--- src/verilog/olss_defs.svh ---
// Constants of the output line source select block: register offsets,
// field positions, reset values and timing counts.
// Assumes a 40 MHz system clock and a 32-bit classic Wishbone bus.
`ifndef OLSS_DEFS_SVH
`define OLSS_DEFS_SVH

// Register byte offsets
`define OLSS_ADR_CTRL       8'h00
`define OLSS_ADR_LINES      8'h04
`define OLSS_ADR_DELAY      8'h08
`define OLSS_ADR_WIDTH      8'h0C
`define OLSS_ADR_CMD        8'h10
`define OLSS_ADR_STATUS     8'h14

// Control register fields
`define OLSS_CTRL_SRC_LSB   0
`define OLSS_CTRL_SRC_W     5
`define OLSS_CTRL_EDGE_BIT  8
`define OLSS_CTRL_DIR_BIT   9

// Reset values
`define OLSS_RST_CTRL       32'h0000_0000
`define OLSS_RST_LINES      16'h0001
`define OLSS_RST_DELAY      16'h0000
`define OLSS_RST_WIDTH      16'h0001

// Timing: microsecond base against the clock period
`define OLSS_US_NS          1000
`define OLSS_CLK_PERIOD_NS  25
`define OLSS_CYC_PER_US     ((`OLSS_US_NS) / (`OLSS_CLK_PERIOD_NS))

`endif

--- src/verilog/olss_pkg.sv ---
// Types of the output line source select block.
// Assumes olss_defs.svh for all numeric constants.
package olss_pkg;

  // Output source choices, register field order
  typedef enum logic [4:0] {
    OLSS_SRC_OFF,
    OLSS_SRC_PULSE_AT_EXPOSURE_FINISH,
    OLSS_SRC_PULSE_AT_READOUT_BEGIN,
    OLSS_SRC_PULSE_AT_READOUT_FINISH,
    OLSS_SRC_PULSE_AT_ACCEPTED_TRIGGER,
    OLSS_SRC_PULSE_AT_REJECTED_TRIGGER,
    OLSS_SRC_PULSE_AT_ACQUISITION_BEGIN,
    OLSS_SRC_PULSE_AT_ACQUISITION_FINISH,
    OLSS_SRC_PULSE_AT_TIMER_ONE_EXPIRY,
    OLSS_SRC_PULSE_AT_COUNTER_ONE_EXPIRY,
    OLSS_SRC_PULSE_AT_INPUT_ONE_EVENT,
    OLSS_SRC_PULSE_AT_INPUT_TWO_EVENT,
    OLSS_SRC_PULSE_AT_ENCODER_EVENT,
    OLSS_SRC_PULSE_AT_HOST_COMMAND,
    OLSS_SRC_FRAME_TRIGGER_LEVEL,
    OLSS_SRC_FRAME_VALID_LEVEL,
    OLSS_SRC_EXPOSURE_LEVEL,
    OLSS_SRC_LINE_VALID_LEVEL,
    OLSS_SRC_READOUT_OR_DELAY_STROBE
  } olss_src_t;

  // Internal event signals that can fire a pulse
  typedef struct packed {
    logic exposure_finish;
    logic readout_begin;
    logic readout_finish;
    logic accepted_trigger;
    logic rejected_trigger;
    logic acquisition_begin;
    logic acquisition_finish;
    logic timer_one_expiry;
    logic counter_one_expiry;
    logic input_one_event;
    logic input_two_event;
    logic encoder_event;
  } olss_evt_t;

  // Internal activity levels
  typedef struct packed {
    logic frame_trigger;
    logic frame_valid;
    logic exposure;
    logic line_valid;
    logic readout;
    logic exposure_delay;
  } olss_lvl_t;

  // Pulse generator states
  typedef enum logic [1:0] {
    OLSS_ST_IDLE,
    OLSS_ST_DELAY,
    OLSS_ST_ACTIVE
  } olss_state_t;

endpackage

--- src/verilog/olss_top.sv ---
// Output line source select: routes one internal event (as a timed pulse)
// or one internal activity level onto a general-purpose output line.
// Assumes event and level inputs come from logic on clk_i, and software
// configures it over a 32-bit classic Wishbone slave.
//
// Operation
// - exposure-finish option pulses the line once per finished exposure.
// - readout-begin or readout-finish option pulses once per sensor readout.
// - accepted or rejected trigger option pulses once per such line trigger.
// - acquisition begin or finish option pulses when acquisition starts or stops.
// - timer-one or counter-one option pulses when that unit reaches its end.
// - input-one or input-two option pulses once per event on that input.
// - encoder option pulses once per encoder event.
// - host-command option pulses once per host command write.
// - frame-trigger option drives the line exactly while frame trigger is active; the registered line here lags it by one clock.
// - frame-valid option drives the line while a frame is in progress.
// - exposure option drives the line during each exposure, low otherwise.
// - line-valid option drives the line while line valid is asserted.
// - smart strobe drives the line during readout or exposure delay.
// - smart strobe works only when lines per trigger exceeds one.
// - edge setting chooses which source transition launches the pulse.
// - rising setting launches only on a low-to-high source transition.
// - falling setting launches only on a high-to-low source transition.
// - nothing is driven unless the line direction is output.
// - each pulse starts after a programmed delay in microseconds.
// - each pulse lasts a programmed width in microseconds.
//
// Our own choices: the Wishbone interface to the registers and the register offsets.
`timescale 1ns/10ps
`include "olss_defs.svh"

module olss_top (
  input  wire logic              clk_i,
  input  wire logic              rst_i,
  input  wire logic              wb_cyc_i,
  input  wire logic              wb_stb_i,
  input  wire logic              wb_we_i,
  input  wire logic [7:0]        wb_adr_i,
  input  wire logic [3:0]        wb_sel_i,
  input  wire logic [31:0]       wb_dat_i,
  output logic      [31:0]       wb_dat_o,
  output logic                   wb_ack_o,
  input  wire olss_pkg::olss_evt_t evt_i,
  input  wire olss_pkg::olss_lvl_t lvl_i,
  output logic                   line_o,
  output logic                   line_oe_o
);
  import olss_pkg::*;

  localparam int unsigned CYC_US = `OLSS_CYC_PER_US;
  localparam logic [5:0]  CYC_LAST = 6'(CYC_US - 1);

  // ************************************************************
  // Register file
  // ************************************************************
  logic [31:0] ctrl;
  logic [15:0] lines_per_trigger;
  logic [15:0] pulse_start_delay;
  logic [15:0] pulse_width_setting;
  logic        host_cmd;
  olss_src_t   output_source_select;
  logic        pulse_edge_select;      // 0 edge_low_to_high, 1 edge_high_to_low
  logic        line_direction;         // 1 output
  logic        wb_req;
  logic        wb_wr;

  assign output_source_select = olss_src_t'(ctrl[`OLSS_CTRL_SRC_LSB +: `OLSS_CTRL_SRC_W]);
  assign pulse_edge_select    = ctrl[`OLSS_CTRL_EDGE_BIT];
  assign line_direction       = ctrl[`OLSS_CTRL_DIR_BIT];
  assign wb_req               = wb_cyc_i && wb_stb_i && !wb_ack_o;
  assign wb_wr                = wb_req && wb_we_i;

  // Byte-lane merge of a write into an old value
  function automatic logic [31:0] lane_merge(input logic [31:0] old_v,
                                             input logic [31:0] new_v,
                                             input logic [3:0]  sel);
    logic [31:0] res;
    res = old_v;
    for (int b = 0; b < 4; b++) begin
      if (sel[b]) begin
        res[b*8 +: 8] = new_v[b*8 +: 8];
      end
    end
    return res;
  endfunction

  // Ack one cycle after the request, dropped the cycle after
  always_ff @(posedge clk_i) begin
    if (rst_i) begin
      wb_ack_o <= 1'b0;
    end else begin
      wb_ack_o <= wb_req;
    end
  end

  // Configuration writes; unmapped offsets are ignored
  always_ff @(posedge clk_i) begin
    if (rst_i) begin
      ctrl                <= `OLSS_RST_CTRL;
      lines_per_trigger   <= `OLSS_RST_LINES;
      pulse_start_delay   <= `OLSS_RST_DELAY;
      pulse_width_setting <= `OLSS_RST_WIDTH;
    end else if (wb_wr) begin
      unique case (wb_adr_i)
        `OLSS_ADR_CTRL:  ctrl <= lane_merge(ctrl, wb_dat_i, wb_sel_i) & 32'h0000_031F;
        `OLSS_ADR_LINES: lines_per_trigger <=
                           16'(lane_merge({16'h0000, lines_per_trigger}, wb_dat_i, wb_sel_i));
        `OLSS_ADR_DELAY: pulse_start_delay <=
                           16'(lane_merge({16'h0000, pulse_start_delay}, wb_dat_i, wb_sel_i));
        `OLSS_ADR_WIDTH: pulse_width_setting <=
                           16'(lane_merge({16'h0000, pulse_width_setting}, wb_dat_i, wb_sel_i));
        default: ;
      endcase
    end
  end

  always_ff @(posedge clk_i) begin
    if (rst_i) begin
      host_cmd <= 1'b0;
    end else begin
      host_cmd <= wb_wr && (wb_adr_i == `OLSS_ADR_CMD) && wb_sel_i[0] && wb_dat_i[0];
    end
  end

  // ************************************************************
  // Source selection and edge qualification
  // ************************************************************
  logic        src_level;    // selected source, pulse options
  logic        src_prev;
  logic        is_pulse_src;
  logic        lvl_out;      // level options output value
  logic        strobe_ok;
  logic        launch_edge;
  logic        launch;
  olss_state_t st;

  // smart strobe gated on lines per trigger
  assign strobe_ok = (lines_per_trigger > 16'h0001);

  always_comb begin
    src_level    = 1'b0;
    lvl_out      = 1'b0;
    // Codes from the first to the last pulse option launch timed pulses
    is_pulse_src = (output_source_select >= OLSS_SRC_PULSE_AT_EXPOSURE_FINISH) &&
                   (output_source_select <= OLSS_SRC_PULSE_AT_HOST_COMMAND);
    unique case (output_source_select)
      OLSS_SRC_PULSE_AT_EXPOSURE_FINISH:    src_level = evt_i.exposure_finish;
      OLSS_SRC_PULSE_AT_READOUT_BEGIN:      src_level = evt_i.readout_begin;
      OLSS_SRC_PULSE_AT_READOUT_FINISH:     src_level = evt_i.readout_finish;
      OLSS_SRC_PULSE_AT_ACCEPTED_TRIGGER:   src_level = evt_i.accepted_trigger;
      OLSS_SRC_PULSE_AT_REJECTED_TRIGGER:   src_level = evt_i.rejected_trigger;
      OLSS_SRC_PULSE_AT_ACQUISITION_BEGIN:  src_level = evt_i.acquisition_begin;
      OLSS_SRC_PULSE_AT_ACQUISITION_FINISH: src_level = evt_i.acquisition_finish;
      OLSS_SRC_PULSE_AT_TIMER_ONE_EXPIRY:   src_level = evt_i.timer_one_expiry;
      OLSS_SRC_PULSE_AT_COUNTER_ONE_EXPIRY: src_level = evt_i.counter_one_expiry;
      OLSS_SRC_PULSE_AT_INPUT_ONE_EVENT:    src_level = evt_i.input_one_event;
      OLSS_SRC_PULSE_AT_INPUT_TWO_EVENT:    src_level = evt_i.input_two_event;
      OLSS_SRC_PULSE_AT_ENCODER_EVENT:      src_level = evt_i.encoder_event;
      OLSS_SRC_PULSE_AT_HOST_COMMAND:       src_level = host_cmd;
      OLSS_SRC_FRAME_TRIGGER_LEVEL:         lvl_out = lvl_i.frame_trigger;
      OLSS_SRC_FRAME_VALID_LEVEL:           lvl_out = lvl_i.frame_valid;
      OLSS_SRC_EXPOSURE_LEVEL:              lvl_out = lvl_i.exposure;
      OLSS_SRC_LINE_VALID_LEVEL:            lvl_out = lvl_i.line_valid;
      OLSS_SRC_READOUT_OR_DELAY_STROBE:
        lvl_out = strobe_ok && (lvl_i.readout || lvl_i.exposure_delay);
      // Off and unused codes select no source, so the line is driven low
      default: ;
    endcase
  end

  // Previous source value for edge detection
  always_ff @(posedge clk_i) begin
    if (rst_i) begin
      src_prev <= 1'b0;
    end else begin
      src_prev <= src_level;
    end
  end

  assign launch_edge = pulse_edge_select ? (src_prev && !src_level)
                                         : (!src_prev && src_level);
  // only an idle generator accepts a launch
  assign launch = line_direction && is_pulse_src && launch_edge && (st == OLSS_ST_IDLE);

  // ************************************************************
  // Pulse generator, microsecond timed
  // ************************************************************
  logic [5:0]  cyc_cnt;
  logic [15:0] us_cnt;
  logic [15:0] width_eff;
  logic        us_tick;

  // A zero width would wrap the 16-bit microsecond count and give a very long pulse, so it counts as one
  assign width_eff = (pulse_width_setting == 16'h0000) ? 16'h0001 : pulse_width_setting;
  assign us_tick   = (cyc_cnt == CYC_LAST);

  // Cycle prescaler restarts at each launch so timing is exact
  always_ff @(posedge clk_i) begin
    if (rst_i || launch || us_tick) begin
      cyc_cnt <= 6'h00;
    end else if (st != OLSS_ST_IDLE) begin
      cyc_cnt <= cyc_cnt + 6'h01;
    end
  end

  always_ff @(posedge clk_i) begin
    if (rst_i || !line_direction) begin
      st     <= OLSS_ST_IDLE;
      us_cnt <= 16'h0000;
    end else begin
      unique case (st)
        OLSS_ST_IDLE: begin
          if (launch) begin
            if (pulse_start_delay == 16'h0000) begin
              st     <= OLSS_ST_ACTIVE;
              us_cnt <= width_eff;
            end else begin
              st     <= OLSS_ST_DELAY;
              us_cnt <= pulse_start_delay;
            end
          end
        end
        OLSS_ST_DELAY: begin
          if (us_tick) begin
            if (us_cnt == 16'h0001) begin
              st     <= OLSS_ST_ACTIVE;
              us_cnt <= width_eff;
            end else begin
              us_cnt <= us_cnt - 16'h0001;
            end
          end
        end
        OLSS_ST_ACTIVE: begin
          if (us_tick) begin
            if (us_cnt == 16'h0001) begin
              st <= OLSS_ST_IDLE;
            end else begin
              us_cnt <= us_cnt - 16'h0001;
            end
          end
        end
      endcase
    end
  end

  // ************************************************************
  // Line drive and status readback
  // ************************************************************
  logic next_line;

  // drive only when direction is output
  assign next_line = line_direction &&
                     (is_pulse_src ? (st == OLSS_ST_ACTIVE) : lvl_out);

  always_ff @(posedge clk_i) begin
    if (rst_i) begin
      line_o    <= 1'b0;
      line_oe_o <= 1'b0;
    end else begin
      line_o    <= next_line;
      line_oe_o <= line_direction;
    end
  end

  // Read data is registered alongside ack
  always_ff @(posedge clk_i) begin
    if (rst_i) begin
      wb_dat_o <= 32'h0000_0000;
    end else if (wb_req && !wb_we_i) begin
      unique case (wb_adr_i)
        `OLSS_ADR_CTRL:   wb_dat_o <= ctrl;
        `OLSS_ADR_LINES:  wb_dat_o <= {16'h0000, lines_per_trigger};
        `OLSS_ADR_DELAY:  wb_dat_o <= {16'h0000, pulse_start_delay};
        `OLSS_ADR_WIDTH:  wb_dat_o <= {16'h0000, pulse_width_setting};
        `OLSS_ADR_STATUS: wb_dat_o <= {29'h0000_0000, src_level,
                                       (st != OLSS_ST_IDLE), line_o};
        default:          wb_dat_o <= 32'h0000_0000;
      endcase
    end
  end

  // ************************************************************
  // Checks
  // ************************************************************
  logic [21:0] hi_len;

  // Cycles the line has been high in a pulse
  always_ff @(posedge clk_i) begin
    if (rst_i || !line_o) begin
      hi_len <= 22'h00_0000;
    end else begin
      hi_len <= hi_len + 22'h00_0001;
    end
  end
endmodule
--- config.mk ---
export PLATFORM = sky130hd
export DESIGN_NAME = olss_top
export DESIGN_NICKNAME = d
export VERILOG_FILES = /design/src/verilog/olss_pkg.sv /design/src/verilog/olss_top.sv
export VERILOG_INCLUDE_DIRS = /design/src /design/src/verilog
export SDC_FILE = /design/constraint.sdc
export NUM_CORES = 1
export LEC_CHECK = 0
export ABC_AREA = 1
export BUFFER_PORTS_ARGS = -buffer_cell sky130_fd_sc_hd__buf_4
export CORE_ASPECT_RATIO = 0.75
export CORE_MARGIN = 2
export CORE_UTILIZATION = 54
export CTS_CLUSTER_SIZE = 30
export DETAILED_ROUTE_END_ITERATION = 10
export PLACE_DENSITY_LB_ADDON = 0.25
export SYNTH_ARGS = -nofsm -noshare
export SYNTH_HDL_FRONTEND = slang
export SYNTH_SLANG_ARGS = --single-unit
--- constraint.sdc ---
create_clock -name clk_i -period 2 [get_ports clk_i]
set_clock_uncertainty 0.05 [all_clocks]
set_input_delay 0.2 -clock clk_i [delete_from_list [all_inputs] [get_ports clk_i]]
set_output_delay 0.2 -clock clk_i [all_outputs]
set_load 0.05 [all_outputs]
# ---- Yosys cells after proc, flatten, opt, wreduce, memory -nomap -nowiden
# Cells that the tools add are included.
dict set report classes {
  add_sub_neg 2
  magnitude_cmp 3
  n_eq_ne 33
  n_mux 20
  reduce_logical 39
}
# operator n
set op_table {}
lappend op_table {{16-bit 2-to-1 mux} 7}
lappend op_table {{16-bit one-hot mux with 5 select lines} 1}
lappend op_table {{16-bit one-hot mux with 3 select lines} 1}
lappend op_table {{5-bit by 4-bit equality test with 1-bit output (second input constant)} 8}
lappend op_table {{16-bit zero test} 2}
lappend op_table {{3-bit AND reduction} 8}
lappend op_table {{5-bit by 3-bit equality test with 1-bit output (second input constant)} 4}
lappend op_table {{16-bit by 1-bit equality test with 1-bit output (second input constant)} 1}
lappend op_table {{8-bit by 4-bit equality test with 1-bit output (second input constant)} 2}
lappend op_table {{8-bit by 5-bit equality test with 1-bit output (second input constant)} 2}
lappend op_table {{16-bit by 1-bit > comparator with 1-bit output (second input constant)} 1}
lappend op_table {{16-bit by 1-bit subtractor with 16-bit output (second input constant)} 1}
lappend op_table {{5-bit equality test (second input constant)} 3}
lappend op_table {{1-bit logical AND} 15}
lappend op_table {{1-bit one-hot mux with 13 select lines} 1}
lappend op_table {{2-bit 2-to-1 mux} 6}
lappend op_table {{2-bit inequality test (second input constant)} 6}
lappend op_table {{5-bit by 2-bit equality test with 1-bit output (second input constant)} 2}
lappend op_table {{8-bit by 3-bit equality test with 1-bit output (second input constant)} 1}
lappend op_table {{8-bit zero test} 1}
lappend op_table {{6-bit by 1-bit adder with 6-bit output (second input constant)} 1}
lappend op_table {{6-bit equality test (second input constant)} 1}
lappend op_table {{2-bit one-hot mux with 3 select lines} 1}
lappend op_table {{5-bit by 1-bit equality test with 1-bit output (second input constant)} 1}
lappend op_table {{12 further kinds} 20}
dict set report word_totals {
  reg_bits 116
  in_bits 67
  out_inout_bits 35
}

# ---- Depth between registers and ports, before layout
dict set report logic_depth {
  word_depth 9
  depth_mapped 16
  depth_no_buf 16
}

# ---- Worst setup path after synthesis
# Ideal clock, no wire load.
dict set report synth_path {
  path_type {register to register}
  from {register st[0]}
  to {register us_cnt[11]}
  setup_time_ps 113
  arrival_time_ps 1678
  required_time_ps 1837
  slack_ps 159
  stages_incl_launch_ff 10
  period_less_slack_ps 1841
  path_cell_list {dfxtp_1 -> inv_1 -> ha_1 -> clkbuf_1 -> clkinv_1 -> clkbuf_1 -> a22oi_1 -> nand2_1 -> nor2_1 -> nor2_1}
}
dict set report synth_via {
  elab_chain_len 4
}
# element line
set synth_lines {}
lappend synth_lines {{from (decl)} olss_top.sv:135} ;# olss_state_t st;
lappend synth_lines {{from (signal assigned)} olss_top.sv:208} ;# st <= OLSS_ST_IDLE;
lappend synth_lines {{from (signal assigned)} olss_top.sv:215} ;# st <= OLSS_ST_ACTIVE;
lappend synth_lines {{from (signal assigned)} olss_top.sv:218} ;# st <= OLSS_ST_DELAY;
lappend synth_lines {{2-bit zero test} {olss_top.sv:183, olss_top.sv:211}}
lappend synth_lines {{1-bit logical AND} olss_top.sv:183} ;# assign launch = line_direction && is_pulse_src && launch_edge && (st == OLSS_ST_IDLE);
lappend synth_lines {{2-bit inequality test (no source line)} -}
lappend synth_lines {{4-bit AND reduction (no source line)} -}
lappend synth_lines {{to (signal assigned)} olss_top.sv:216} ;# us_cnt <= width_eff;
lappend synth_lines {{to (signal assigned)} olss_top.sv:219} ;# us_cnt <= pulse_start_delay;
lappend synth_lines {{to (signal assigned)} olss_top.sv:227} ;# us_cnt <= width_eff;
lappend synth_lines {{to (decl)} olss_top.sv:189} ;# logic [15:0] us_cnt;
# Several ways; a longest one is shown, not always the timed one.
# A chain may end at the register's enable or synchronous reset.

# ---- Worst setup path in the final report
dict set report layout_path {
  from {register ctrl[0]}
  to {register us_cnt[1]}
}
dict set report layout_via {
  elab_chain_len 9
}
# element line
set layout_lines {}
lappend layout_lines {{from (decl)} olss_top.sv:56} ;# logic [31:0] ctrl;
lappend layout_lines {{from (signal assigned)} olss_top.sv:99} ;# ctrl <= `OLSS_RST_CTRL;
lappend layout_lines {{from (signal assigned)} olss_top.sv:105} ;# `OLSS_ADR_CTRL: ctrl <= lane_merge(ctrl, wb_dat_i, wb_sel_i) & 32'h0000_031F;
lappend layout_lines {{5-bit by 4-bit equality test with 1-bit output, or another cell as far along} olss_top.sv:146} ;# unique case (output_source_select)
lappend layout_lines {{1-bit one-hot mux with 13 select lines} olss_top.sv:146}
lappend layout_lines {{1-bit zero test} olss_top.sv:180} ;# assign launch_edge = pulse_edge_select ? (src_prev && !src_level)
lappend layout_lines {{1-bit logical AND} olss_top.sv:180}
lappend layout_lines {{1-bit 2-to-1 mux} olss_top.sv:180}
lappend layout_lines {{1-bit logical AND * (2 in series)} olss_top.sv:183}
lappend layout_lines {{2-bit inequality test (no source line) *} -}
lappend layout_lines {{4-bit AND reduction (no source line) *} -}
# Every way passes the cells marked *; elsewhere a longest branch is shown, timed or not.

==> flow_summary.html <==
<table>
<tr><th>Metric</th><th>Value</th></tr>
<tr><th colspan="2">Route</th></tr>
<tr><td>Detail Route Antenna Nets</td><td>0</td></tr>
<tr><td>Router iterations before antenna repair</td><td>5</td></tr>
<tr><td>DRC violations left</td><td>0</td></tr>
<tr><td>Number of design-rule violations left by the first detailed-router iteration</td><td>636</td></tr>
<tr><td>Final routed wirelength across all metal layers</td><td>around 16 mm</td></tr>
<tr><td>Total vias in the final route</td><td>6055</td></tr>
<tr><td>Final routed wire length divided by cell count</td><td>14.47 um</td></tr>
<tr><td>Vias per inst</td><td>roughly 5.4</td></tr>
<tr><th colspan="2">Logic synthesis</th></tr>
<tr><td>Register area share after synthesis</td><td>0.3556</td></tr>
<tr><td>Number of enable flip-flop cells after synthesis</td><td>0</td></tr>
<tr><td>Synthesized area divided by synthesized cell count</td><td>about 6.5 um2</td></tr>
<tr><td>Count of mapped cells out of synthesis</td><td>~870</td></tr>
<tr><td>Synthesis-stage register bit count</td><td>100</td></tr>
<tr><td>Post-synth top flop</td><td>sky130_fd_sc_hd__dfxtp_1</td></tr>
<tr><td>FFs w/ async S/R, synth</td><td>0</td></tr>
<tr><td>Area of the mapped netlist</td><td>around 5600 um2</td></tr>
<tr><td>Number of distinct library cell variants in the gate-level netlist after synthesis</td><td>39</td></tr>
<tr><td>Synth Area in XOR/XNOR</td><td>0.02178</td></tr>
<tr><td>Dominant combinational cell family by area after synthesis</td><td>simple AND/OR/NAND/NOR gates</td></tr>
<tr><td>Synthesized-area fraction occupied by and/or/nand/nor cells</td><td>0.3087</td></tr>
<tr><td>Adder-cell area share of the yosys netlist</td><td>0.01334</td></tr>
<tr><td>Post-synthesis compound-gate area fraction</td><td>0.1887</td></tr>
<tr><td>Fraction of synthesized area in multiplexers</td><td>0</td></tr>
<tr><td>Count of synthesis-stage warnings from yosys</td><td>0</td></tr>
<tr><th colspan="2">Final layout</th></tr>
<tr><td>Net total in the final layout</td><td>around 1000</td></tr>
<tr><td>Fin area</td><td>roughly 7000 um2</td></tr>
<tr><td>Antenna cell count</td><td>0</td></tr>
<tr><td>Post-layout util</td><td>0.6860</td></tr>
<tr><td>Area delta synth-&gt;final</td><td>24.43%</td></tr>
<tr><td>Share of cells above drive strength 1</td><td>0.1998</td></tr>
<tr><th colspan="2">CTS</th></tr>
<tr><td>Number of sinks on the clock net</td><td>100</td></tr>
<tr><td>Post-CTS clock slew at the launch and capture registers of the worst setup and hold paths</td><td>roughly 70 ps</td></tr>
<tr><td>TritonCTS clock tree</td><td>built</td></tr>
<tr><td>Root buffer cell</td><td>sky130_fd_sc_hd__clkbuf_16</td></tr>
<tr><td>Maximum buffer depth of the clock tree</td><td>2</td></tr>
<tr><td>Clock latency on the worst-skew pair</td><td>approximately 360 ps</td></tr>
<tr><td>Cts bufs inserted</td><td>9</td></tr>
<tr><td>Htree depth</td><td>3</td></tr>
<tr><td>Number of hold buffers added after CTS</td><td>0</td></tr>
<tr><th colspan="2">STA</th></tr>
<tr><td># setup viols final</td><td>0</td></tr>
<tr><td>Number of failing hold endpoints at the final stage</td><td>0</td></tr>
<tr><td>Max Clk Rate</td><td>between 0.5 and 0.6 GHz</td></tr>
<tr><td>Period minus WS final</td><td>between 1500 and 2000 ps</td></tr>
<tr><td>Post-route clock period utilization</td><td>0.9242</td></tr>
<tr><td>Final Max Tran Viols</td><td>0</td></tr>
<tr><th colspan="2">Pwr</th></tr>
<tr><td>Overall Power</td><td>4.051 mW</td></tr>
<tr><td>VDD IR-drop max</td><td>roughly 0.47 mV</td></tr>
<tr><td>Power density of the placed cells</td><td>a little under 600 nW/um2</td></tr>
<tr><td>Standby leakage power</td><td>around 3.1 nW</td></tr>
<tr><th colspan="2">Min path</th></tr>
<tr><td>Worst hold path endpoint</td><td>pulse_width_setting[0]</td></tr>
<tr><td>Min-Delay Path Depth</td><td>3</td></tr>
<tr><td>Path class of the lowest-slack min-delay path</td><td>input port to register</td></tr>
<tr><td>Hold Path Origin</td><td>wb_dat_i[0]</td></tr>
<tr><th colspan="2">GRT</th></tr>
<tr><td>Via count of the first global-routing pass</td><td>around 5500</td></tr>
<tr><td>Congestion Overflow GR</td><td>0</td></tr>
<tr><td>Antenna violations before repair</td><td>0</td></tr>
<tr><td>Global-route wire length before repair</td><td>about 26 mm</td></tr>
<tr><td>Overall fraction of global-route tracks in use</td><td>0.2912</td></tr>
<tr><td>Maximum number of pins on one net before global-route repair</td><td>33</td></tr>
<tr><th colspan="2">Critical path</th></tr>
<tr><td>Startpoint of the worst-slack reg-to-reg timing path</td><td>ctrl[0]</td></tr>
<tr><td>Worst reg2reg setup slack</td><td>around 150 ps</td></tr>
<tr><td>CP startpoint kind</td><td>register</td></tr>
<tr><td>Category of the critical setup timing path</td><td>register to register</td></tr>
<tr><td>Maximum fanout count along the critical path</td><td>10</td></tr>
<tr><td>Cells on worst reg2reg path</td><td>14</td></tr>
<tr><td>Arrival time at the worst endpoint</td><td>a little over 2000 ps</td></tr>
<tr><td>Worst reg2reg path endpoint</td><td>us_cnt[1]</td></tr>
<tr><td>Kind of end point of the critical path</td><td>register</td></tr>
<tr><td>WP data required</td><td>2200 ps</td></tr>
<tr><th colspan="2">Floorplanning</th></tr>
<tr><td>I/O pin cnt</td><td>around 100</td></tr>
<tr><td>Count of standard-cell rows</td><td>32</td></tr>
<tr><td>Die boundary width</td><td>between 100 and 150 um</td></tr>
<tr><td>Initial Util</td><td>0.5513</td></tr>
<tr><td>Area inside the core boundary</td><td>slightly above 10000 um2</td></tr>
<tr><td>Vertical extent of the die</td><td>~92 um</td></tr>
<tr><td>DIE AREA</td><td>11270 um2</td></tr>
<tr><th colspan="2">Outcome</th></tr>
<tr><td>Result of the run</td><td>finished, final reports clean</td></tr>
<tr><th colspan="2">Place</th></tr>
<tr><td>Post-DP HPWL</td><td>~12 mm</td></tr>
<tr><td>Number of I/O port buffers</td><td>67</td></tr>
<tr><td>Final weighted congestion in routability-driven placement</td><td>a little under 1</td></tr>
<tr><td>Cell area after placement</td><td>roughly 6500 um2</td></tr>
<tr><th colspan="2">Job</th></tr>
<tr><td>Maxcap violations</td><td>0</td></tr>
</table>
-- area by class of cell --
type	count	area, um2
clock buffer	9	225.2
timing repair buffer	126	978.4
fill	914	3206
multi-input combinational	638	3173
sequential	100	2014
tap	136	170.2
clock inverter	7	82.58
inverter	96	360.3
-- layer usage --
layer	vias up	GRT usage	wire length (um)
met4	0	0.06897	214
met3	22	0.06589	1475
met2	262	0.4376	6849
li1	3028	-	-
met1	2743	0.4216	7557
met5	-	0	0
-- kinds of logic after synthesis --
family / Yosys count
and+or+nand+nor: 406
AOI/OAI and AO/OA: 195
buffers and inverters: 143
DFF: 100
xor gates and xnor gates: 14
adders and majority gates: 6
other: 1
-- sequential cells by signal (all words and copies together) (netlist names) --
register	cells
src_prev	1
host_cmd	1
wb_dat_o	16
pulse_start_delay	16
pulse_width_setting	16
wb_ack_o	1
line_o	1
cyc_cnt	6
ctrl	7
lines_per_trigger	16
us_cnt	16
st	2
line_oe_o	1
-- timing repair --
item	in CTS	in global routing
setup endpoints to repair	2	24
gates cloned	0	1
buffers inserted	0	6
pin swaps	0	12
resized for setup	2	41
-- stage by stage --
stage	worst slack (ps)	std cells	hold WS (ps)	TNS [ps]
after floorplan	159.5	880	280.4	0
after CTS	15.78	1105	65.83	0
final	151.7	1112	69.85	0
after detailed placement	10.65	1089	410.0	0
after global routing	-5.542	1112	84.59	-14.09
after global placement	65.36	1089	404.5	0
-- worst max-delay path, cell delays in order (launching register included) --
cell and delay, ps:
sky130_fd_sc_hd__dfxtp_2 340, sky130_fd_sc_hd__buf_6 140, sky130_fd_sc_hd__nand2_1 90, sky130_fd_sc_hd__nor2_1 50, sky130_fd_sc_hd__nand2_1 60, sky130_fd_sc_hd__nand2_1 80
sky130_fd_sc_hd__nor2_4 150, sky130_fd_sc_hd__nand3_2 100, sky130_fd_sc_hd__nand2_2 90, sky130_fd_sc_hd__nand3_4 140, sky130_fd_sc_hd__nand2_8 150, sky130_fd_sc_hd__buf_12 130
sky130_fd_sc_hd__nand3_1 70, sky130_fd_sc_hd__nand2_1 60, sky130_fd_sc_hd__nor2_1 30
-- power breakdown --
part	leakage, nW	total (mW)	switching [mW]	internal (mW)
clock network	0.144	1.81	0.821	0.988
registers	0.809	1.99	0.00187	1.99
logic	2.14	0.251	0.165	0.0867
-- worst max-delay path by stage --
| stage | from | to | slack [ps] | depth (start not counted) |
|---|---|---|---|---|
| after global routing | ctrl[0] | us_cnt[8] | -6 | 14 |
| final | ctrl[0] | us_cnt[1] | 150 | 14 |
| after floorplan | st[0] | us_cnt[11] | 160 | 9 |
| after global placement | ctrl[2] | us_cnt[15] | 70 | 13 |
| after CTS | us_cnt[0] | us_cnt[14] | 20 | 12 |
| after detailed placement | us_cnt[1] | us_cnt[11] | 10 | 14 |
-- cells in the final DEF (no fill, tap or decap), types with 3 or more instances in the layout --
master                      instances
sky130_fd_sc_hd__o22ai_1            9
sky130_fd_sc_hd__xor2_1            10
sky130_fd_sc_hd__o211ai_1          10
sky130_fd_sc_hd__o21bai_1           3
sky130_fd_sc_hd__nand3_2            3
sky130_fd_sc_hd__nor4_1             4
sky130_fd_sc_hd__dfxtp_1           94
sky130_fd_sc_hd__or2_2              4
sky130_fd_sc_hd__nand2_2            7
sky130_fd_sc_hd__nand3_1           73
sky130_fd_sc_hd__a31oi_1            3
sky130_fd_sc_hd__o21ai_0           72
sky130_fd_sc_hd__ha_1               5
sky130_fd_sc_hd__buf_4            122
sky130_fd_sc_hd__nor2_1            92
sky130_fd_sc_hd__inv_2              8
sky130_fd_sc_hd__nand2_1          182
sky130_fd_sc_hd__nor2_4             4
sky130_fd_sc_hd__a22oi_1            3
sky130_fd_sc_hd__nor2_2            14
sky130_fd_sc_hd__a21oi_1           82
sky130_fd_sc_hd__nand3b_1           3
sky130_fd_sc_hd__inv_1             88
sky130_fd_sc_hd__a211oi_1           8
sky130_fd_sc_hd__clkbuf_16          9
sky130_fd_sc_hd__nor3_1             7
sky130_fd_sc_hd__xnor2_1            4
sky130_fd_sc_hd__dfxtp_2            4
sky130_fd_sc_hd__conb_1            16
sky130_fd_sc_hd__nand4_1            6
-- synth_stat cells (all sizes together) (4+ instances only) --
cell / n / area (um2)
nor4: 4 / 25.02
xnor2: 4 / 35.03
ha: 6 / 75.07
or2: 4 / 25.02
a211oi: 8 / 60.06
dfxtp: 100 / 2002
o211ai: 10 / 75.07
a21oi: 82 / 410.4
o22ai: 9 / 56.30
nand3: 77 / 395.4
o21ai: 74 / 370.4
nor2: 110 / 440.4
nand4: 7 / 50.05
xor2: 10 / 87.58
clkbuf: 18 / 67.56
inv: 95 / 356.6
nor3: 8 / 40.04
buf: 29 / 197.7
nand2: 191 / 726.9
Power figures use the tool's default switching activity.
